==> config.mk <==
export PLATFORM = sky130hd
export DESIGN_NAME = cies_top
export DESIGN_NICKNAME = d
export VERILOG_FILES = /design/src/verilog/cies_top.v
export VERILOG_INCLUDE_DIRS = /design/src /design/src/verilog
export SDC_FILE = /design/constraint.sdc
export NUM_CORES = 1
export LEC_CHECK = 0
export BUFFER_PORTS_ARGS = -buffer_cell sky130_fd_sc_hd__buf_2
export CORE_UTILIZATION = 41
export DETAILED_ROUTE_END_ITERATION = 12
export GPL_ROUTABILITY_DRIVEN = 0
export HOLD_SLACK_MARGIN = 0.15
export MAX_ROUTING_LAYER = met4
export PLACE_DENSITY = 0.57
export SETUP_SLACK_MARGIN = 0.02
export SYNTH_ARGS = -nofsm -noshare
export SYNTH_HDL_FRONTEND = slang
export SYNTH_SLANG_ARGS = --single-unit
==> constraint.sdc <==
create_clock -name ref_clk -period 20.1 [get_ports ref_clk]
set_input_delay 6.03 -clock ref_clk [delete_from_list [all_inputs] [get_ports ref_clk]]
set_output_delay 6.03 -clock ref_clk [all_outputs]
set_load 0.005 [all_outputs]
==> src/verilog/cies_defs.vh <==
// Constants for the interrupt entry and status unit: register map, fields, codes.
// Assumes a 32-bit classic Wishbone bus with word-aligned registers.
`ifndef CIES_DEFS_VH
`define CIES_DEFS_VH
`define CIES_OFS_PSW      8'h00
`define CIES_OFS_CTRL     8'h04
`define CIES_OFS_IP       8'h08
`define CIES_OFS_CSP      8'h0C
`define CIES_OFS_CP       8'h10
`define CIES_OFS_CMD      8'h14
`define CIES_OFS_SP       8'h18
`define CIES_OFS_STAT     8'h1C
`define CIES_PSW_RST      16'h0000
`define CIES_LVL_HI       15
`define CIES_LVL_LO       12
`define CIES_GATE_BIT     11
`define CIES_BANK_HI      9
`define CIES_BANK_LO      8
`define CIES_LVL_MAX      4'hF
`define CIES_BANK_GLOBAL  2'h0
`define CIES_SP_RST       16'hFC00
`define CIES_CMD_RETURN_FROM_INTERRUPT_INSTR     3'h1
`define CIES_CMD_SWTRAP   3'h2
`define CIES_CMD_HWTRAP   3'h3
`define CIES_CMD_SWITCH_CONTEXT_INSTR     3'h4
`define CIES_CMD_POPCP    3'h5
`define CIES_CMD_TRAPVEC  12
`define CIES_WORD_STEP    16'h0002
`endif

==> src/verilog/cies_top.v <==
// Interrupt entry, status word, trap and context control of a 16-bit CPU core.
// Assumes an interrupt controller on the same clock and a Wishbone master for software.
//
// The address map and the Wishbone interface to the registers are this design's own decisions.
`include "cies_defs.vh"
module cies_top (
  input  wire        ref_clk,
  input  wire        rst,
  input  wire        wb_cyc_i,
  input  wire        wb_stb_i,
  input  wire        wb_we_i,
  input  wire [7:0]  wb_adr_i,
  input  wire [3:0]  wb_sel_i,
  input  wire [31:0] wb_dat_i,
  output reg  [31:0] wb_dat_o,
  output reg         wb_ack_o,
  input  wire        irq_req,
  input  wire [3:0]  irq_level,
  input  wire [1:0]  irq_bank,
  input  wire [15:0] irq_vec_ip,
  input  wire [7:0]  irq_vec_csp,
  input  wire        pet_req,
  output reg         irq_ack,
  output reg         pet_ack,
  output reg         fetch_start,
  output reg         stk_we,
  output reg  [15:0] stk_addr,
  output reg  [15:0] stk_wdata,
  input  wire [15:0] stk_rdata
);
  localparam ST_IDLE = 3'd0;
  localparam ST_PUSH = 3'd1;
  localparam ST_POP  = 3'd2;
  localparam ST_LOAD = 3'd3;

  reg  [15:0] psw_r;
  reg  [15:0] ip_r;
  reg  [7:0]  csp_r;
  reg  [15:0] cp_r;
  reg  [15:0] sp_r;
  reg         seg_dis_r;
  reg  [2:0]  st_r;
  reg  [1:0]  step_r;
  reg  [2:0]  op_r;
  reg  [15:0] sv_psw_r;
  reg  [15:0] new_psw_r;
  reg  [15:0] vec_ip_r;
  reg  [7:0]  vec_csp_r;
  reg  [15:0] imm_r;
  wire [15:0] st_w;
  wire        wb_hit;
  wire        wr;
  wire        busy;
  wire        take_irq;
  wire        take_pet;
  wire [1:0]  last_push;
  wire [1:0]  last_pop;

  assign wb_hit    = wb_cyc_i & wb_stb_i & ~wb_ack_o;
  assign wr        = wb_hit & wb_we_i & wb_sel_i[0] & wb_sel_i[1];
  assign busy      = (st_r != ST_IDLE);
  // Strict compare and global gate; controller already filters per source
  assign take_irq  = ~busy & irq_req & psw_r[`CIES_GATE_BIT] &
                     (irq_level > psw_r[`CIES_LVL_HI:`CIES_LVL_LO]);
  assign take_pet  = ~busy & ~take_irq & pet_req & psw_r[`CIES_GATE_BIT] &
                     (psw_r[`CIES_LVL_HI:`CIES_LVL_LO] != `CIES_LVL_MAX);
  assign last_push = seg_dis_r ? 2'd1 : 2'd2;
  assign last_pop  = seg_dis_r ? 2'd1 : 2'd2;
  assign st_w      = {12'h000, seg_dis_r, st_r};

  always @(posedge ref_clk or posedge rst) begin
    if (rst) begin
      psw_r       <= `CIES_PSW_RST;
      ip_r        <= 16'h0000;
      csp_r       <= 8'h00;
      cp_r        <= 16'h0000;
      sp_r        <= `CIES_SP_RST;
      seg_dis_r   <= 1'b1;
      st_r        <= ST_IDLE;
      step_r      <= 2'd0;
      op_r        <= 3'd0;
      sv_psw_r    <= 16'h0000;
      new_psw_r   <= 16'h0000;
      vec_ip_r    <= 16'h0000;
      vec_csp_r   <= 8'h00;
      imm_r       <= 16'h0000;
      wb_ack_o    <= 1'b0;
      wb_dat_o    <= 32'h00000000;
      irq_ack     <= 1'b0;
      pet_ack     <= 1'b0;
      fetch_start <= 1'b0;
      stk_we      <= 1'b0;
      stk_addr    <= 16'h0000;
      stk_wdata   <= 16'h0000;
    end else begin
      wb_ack_o    <= wb_hit;
      irq_ack     <= 1'b0;
      pet_ack     <= 1'b0;
      fetch_start <= 1'b0;
      stk_we      <= 1'b0;
      if (wb_hit & ~wb_we_i) begin
        case (wb_adr_i)
          `CIES_OFS_PSW:  wb_dat_o <= {16'h0000, psw_r};
          `CIES_OFS_CTRL: wb_dat_o <= {31'h00000000, seg_dis_r};
          `CIES_OFS_IP:   wb_dat_o <= {16'h0000, ip_r};
          `CIES_OFS_CSP:  wb_dat_o <= {24'h000000, csp_r};
          `CIES_OFS_CP:   wb_dat_o <= {16'h0000, cp_r};
          `CIES_OFS_SP:   wb_dat_o <= {16'h0000, sp_r};
          `CIES_OFS_STAT: wb_dat_o <= {16'h0000, st_w};
          default:        wb_dat_o <= 32'h00000000;
        endcase
      end
      // Pet transfer only steals cycles; status untouched
      if (take_pet)
        pet_ack <= 1'b1;
      case (st_r)
        ST_IDLE: begin
          if (take_irq) begin
            irq_ack   <= 1'b1;
            sv_psw_r  <= psw_r;
            new_psw_r <= {irq_level, psw_r[11:10], irq_bank, psw_r[7:0]};
            vec_ip_r  <= irq_vec_ip;
            vec_csp_r <= irq_vec_csp;
            step_r    <= 2'd0;
            st_r      <= ST_PUSH;
          end else if (wr & (wb_adr_i == `CIES_OFS_CMD)) begin
            op_r   <= wb_dat_i[2:0];
            imm_r  <= wb_dat_i[31:16];
            step_r <= 2'd0;
            case (wb_dat_i[2:0])
              `CIES_CMD_RETURN_FROM_INTERRUPT_INSTR: st_r <= ST_POP;
              `CIES_CMD_POPCP: st_r <= ST_POP;
              `CIES_CMD_SWITCH_CONTEXT_INSTR: st_r <= ST_PUSH;
              `CIES_CMD_SWTRAP: begin
                sv_psw_r  <= psw_r;
                new_psw_r <= psw_r;
                vec_ip_r  <= wb_dat_i[31:16];
                vec_csp_r <= csp_r;
                st_r      <= ST_PUSH;
              end
              `CIES_CMD_HWTRAP: begin
                sv_psw_r  <= psw_r;
                new_psw_r <= {`CIES_LVL_MAX, psw_r[11:10], `CIES_BANK_GLOBAL,
                              psw_r[7:0]};
                vec_ip_r  <= wb_dat_i[31:16];
                vec_csp_r <= 8'h00;
                st_r      <= ST_PUSH;
              end
              default: st_r <= ST_IDLE;
            endcase
          end else if (wr) begin
            case (wb_adr_i)
              `CIES_OFS_PSW:  psw_r <= wb_dat_i[15:0];
              `CIES_OFS_CTRL: seg_dis_r <= wb_dat_i[0];
              `CIES_OFS_IP:   ip_r <= wb_dat_i[15:0];
              `CIES_OFS_CSP:  csp_r <= wb_dat_i[7:0];
              `CIES_OFS_SP:   sp_r <= wb_dat_i[15:0];
              default:        psw_r <= psw_r;
            endcase
          end
        end
        ST_PUSH: begin
          // Stack grows down; one word per cycle
          stk_we   <= 1'b1;
          stk_addr <= sp_r - `CIES_WORD_STEP;
          sp_r     <= sp_r - `CIES_WORD_STEP;
          step_r   <= step_r + 2'd1;
          if (op_r == `CIES_CMD_SWITCH_CONTEXT_INSTR) begin
            stk_wdata <= cp_r;
            cp_r      <= imm_r;
            op_r      <= 3'd0;
            st_r      <= ST_IDLE;
          end else begin
            if (step_r == 2'd0)
              stk_wdata <= sv_psw_r;
            else if ((step_r == 2'd1) & ~seg_dis_r)
              stk_wdata <= {8'h00, csp_r};
            else
              stk_wdata <= ip_r;
            if (step_r == last_push)
              st_r <= ST_LOAD;
          end
        end
        ST_LOAD: begin
          // Only status, pointers change; data page and context kept
          psw_r       <= new_psw_r;
          ip_r        <= vec_ip_r;
          csp_r       <= vec_csp_r;
          fetch_start <= 1'b1;
          op_r        <= 3'd0;
          st_r        <= ST_IDLE;
        end
        ST_POP: begin
          // Address leads by one step: the word at the previous address is read now
          stk_addr <= sp_r;
          step_r   <= step_r + 2'd1;
          if (op_r == `CIES_CMD_POPCP) begin
            if (step_r == 2'd0) begin
              sp_r <= sp_r + `CIES_WORD_STEP;
            end else begin
              cp_r <= stk_rdata;
              op_r <= 3'd0;
              st_r <= ST_IDLE;
            end
          end else begin
            if (step_r <= last_pop)
              sp_r <= sp_r + `CIES_WORD_STEP;
            if (step_r == 2'd1)
              ip_r <= stk_rdata;
            else if ((step_r == 2'd2) & ~seg_dis_r)
              csp_r <= stk_rdata[7:0];
            if (step_r == (last_pop + 2'd1)) begin
              psw_r <= stk_rdata;
              op_r  <= 3'd0;
              st_r  <= ST_IDLE;
            end
          end
        end
        default: st_r <= ST_IDLE;
      endcase
    end
  end
  // Register sets live outside; this unit only selects them, so local sets persist.
endmodule
==> impl_metrics.csv <==
group,metric,value,unit
die,die-area,28300,um2
setup_path,worstPathRequired,20.49,ns
sta,fmax,119,MHz
yosys,syn_area,11300,um2
sta,fin_setup_tns,0,ns
yosys,synth_seq_cells,205,
cells_and_area,finalNetCount,1317,
placed_design,portBuffers,147,
run,drv_cap,0,
pwr,power_density,155,nW/um2
sta,skew,0.0161,ns
die,die_h,168,um
setup_path,path_cells,"buf_2 -> ha_1 -> a21oi_1 -> a21o_1 -> inv_2 -> or4_1 -> mux2_1",
cells_and_area,finalNonFillerCells,1563,
cells_and_area,diodes,0,
clocking,cts-hold-fix-buffers,0,
yosys,yosysTopAreaCell,"dfrtp_1",
yosys,yosysUniqueCellTypes,64,
drt,vias_per_cell,5.70,
yosys,synth_most_common_cell,"dfrtp_1",
cells_and_area,drive_above_1_share,23.2,%
setup_path,critPathKind,"in -> reg",
sta,finalMaxSlewViolations,0,
drt,final_antenna_net_count,0,
global_routing,grt_max_degree,137,
global_routing,grt_pass1_wl,52000,um
global_routing,first_global_vias,8447,
sta,slew_headroom,17.8,%
cells_and_area,n_fill_cell,2584,
global_routing,grt_usage,24.6,%
drt,remaining_drc_errors,0,
sta,finalCriticalPeriod,8.41,ns
setup_path,max_stage_delay,1.07,ns
hold_path,hp-class,"reg -> reg",
clocking,cts-root-buf,"clkbuf_16",
placed_design,place.detailed.hpwl,23300,um
pwr,ir_drop,0.0843,mV
yosys,synth.area.top_cells,"dfrtp_1, mux2_1, mux2_2",
yosys,ys_seq_area_share,45.4,%
global_routing,antenna_found_initial,0,
clocking,cts_tree,"built",
sta,post-route-period-util,41.8,%
cells_and_area,syn_to_final_growth,14.9,%
global_routing,grt-ovfl-total,0,
yosys,syn_inst,1102,
setup_path,slowest_stage,"or4_1",
clocking,clock_latency,0.52,ns
drt,wire_per_inst,21.3,um
yosys,ys_async_sr_fraction,100,%
sta,worst_slew_pin_slew,1.23,ns
status,status,"finished clean",
clocking,cts-htree-levels,1,
yosys,syn_avg_cell_area,10.3,um2
yosys,ys.flop_type,"dfrtp_1",
clocking,cts-resized-gates,0,
clocking,clock_path_buffers,3,
drt,vias,8916,
pwr,leakagePower,6.31,nW
clocking,cts_buffers,24,
clocking,cts_sinks,205,
setup_path,arrival,8.80,ns
setup_path,crit_path_end_kind,"register",
die,die_w,168,um
yosys,synth_common_cells,"dfrtp_1, nand2_1, mux2_1, nor2_1",
placed_design,place_inst,1519,
sta,rsz0062_at_grt,"no",
yosys,synth_top_area_share,43.8,%
yosys,yosys_warnings,0,
drt,dr.pass1.iters,5,
drt,totalWireLength,33300,um
setup_path,crit_path_max_fanout,23,
yosys,synth_edf_count,0,
die,io_pins,166,
clocking,path_clk_slew,0.06,ns
die,start_util,41.9,%
setup_path,startpoint_type,"primary input",
die,core_area,27000,um2
sta,final-setup-viol-count,0,
clocking,cts_setup_buffers,0,
drt,drt_iter0_markers,727,
sta,hold_viol,0,
die,num_rows,60,
[worst max-delay path, delay by kind of cell]
kind	cells	cell delay [ns]
buf+inv	2	0.34
compound gates	2	0.49
simple gates	1	1.07
fa+ha+maj	1	0.34
mux	1	0.50
[stage by stage]
step	hold slack (ns)	utilization, %	power (mW)	worst slack, ns	instance area [um2]
detailed placement	0.481	45.1	1.57	11.19	12200
floorplan	0.457	-	1.31	8.49	11400
finish	0.490	48.1	2.02	11.69	13000
global placement	0.472	45.1	1.55	11.23	12200
global route	0.510	48.1	2.15	11.57	13000
CTS	0.494	48.1	2.02	11.73	13000
[kinds of logic (layout without fill, tap and decap cells)]
family / Yosys count / count (layout) / synth area share (%)
muxes: 197 / 197 / 19.0
AOI/OAI and AO/OA: 207 / 207 / 12.8
DFF: 205 / 205 / 45.4
other: 1 / 16 / 0.0331
buffers and inverters: 135 / 240 / 5.33
and+or+nand+nor: 309 / 309 / 13.2
xor gates and xnor gates: 32 / 32 / 2.48
adders and majority gates: 16 / 16 / 1.77
[layer usage]
layer / GRT usage, % / part of all wire [%] / up-vias
met5: - / 0 / -
met4: 4.66 / 1.5 / 0
met3: 2.91 / 7.3 / 42
met2: 36.2 / 44 / 376
met1: 36.4 / 47 / 4346
li1: - / - / 4152
[sequential cells by signal (all words and copies together), names as in the netlist, 2 cells and up]
signal and flops:
cp_r 16, ip_r 16, psw_r 16, vec_csp_r 8, st_r 2, new_psw_r 16, wb_dat_o 16, sv_psw_r 16
vec_ip_r 16, step_r 2, csp_r 8, stk_wdata 16, sp_r 16, op_r 3, stk_addr 16, imm_r 16
[power breakdown]
part / switching (mW) / leakage (nW) / internal (mW)
clock: 0.173 / 0.400 / 0.275
combinational: 0.485 / 3.30 / 0.347
sequential: 0.163 / 2.61 / 0.573
[final timing paths]
kind,startpoint,to,slack [ns],depth (start not counted)
worst min register to register,vec_ip_r[11]$_DFFE_PP0P_,vec_ip_r[11]$_DFFE_PP0P_,0.49,1
min in group asynchronous,rst,imm_r[13]$_DFFE_PP0P_,5.75,2
max in group asynchronous,rst,sv_psw_r[2]$_DFFE_PP0P_,12.84,3
worst max-delay path,irq_level[3],psw_r[2]$_DFFE_PP0P_,11.69,7
worst min-delay path,vec_ip_r[11]$_DFFE_PP0P_,vec_ip_r[11]$_DFFE_PP0P_,0.49,1
worst max register to register,st_r[0]$_DFFE_PP0P_,sp_r[7]$_DFFE_PP0P_,16.41,8
[cell type report]
cell class / count / area, um2 / area share (%)
Timing Repair Buffer: 162 / 848 / 6.52
Sequential cell: 205 / 5140 / 39.5
Clock inverter: 6 / 82.6 / 0.635
Multi-Input combinational cell: 777 / 5640 / 43.4
Inverter: 34 / 135 / 1.04
Clock buffer: 38 / 734 / 5.65
Tap cell: 341 / 427 / 3.28
[layout by cell type (no fill, tap or decap), types with 13 or more instances in the layout]
master	synthesis	final
o31ai_1	20	20
mux2_2	62	62
nor2_1	75	74
a22o_1	17	17
ha_1	16	14
mux2_1	82	82
dfrtp_1	198	198
xor2_1	14	14
mux2i_1	53	53
a21oi_1	43	43
a22oi_1	50	50
clkbuf_16	0	25
conb_1	1	16
nor4_1	13	13
a31oi_1	13	13
buf_2	11	147
inv_1	33	32
nand2_1	129	129
o21ai_0	19	19
xnor2_1	18	18
nor3_1	16	16
buf_4	18	15
Note: power is estimated with default switching activity, not from simulation.
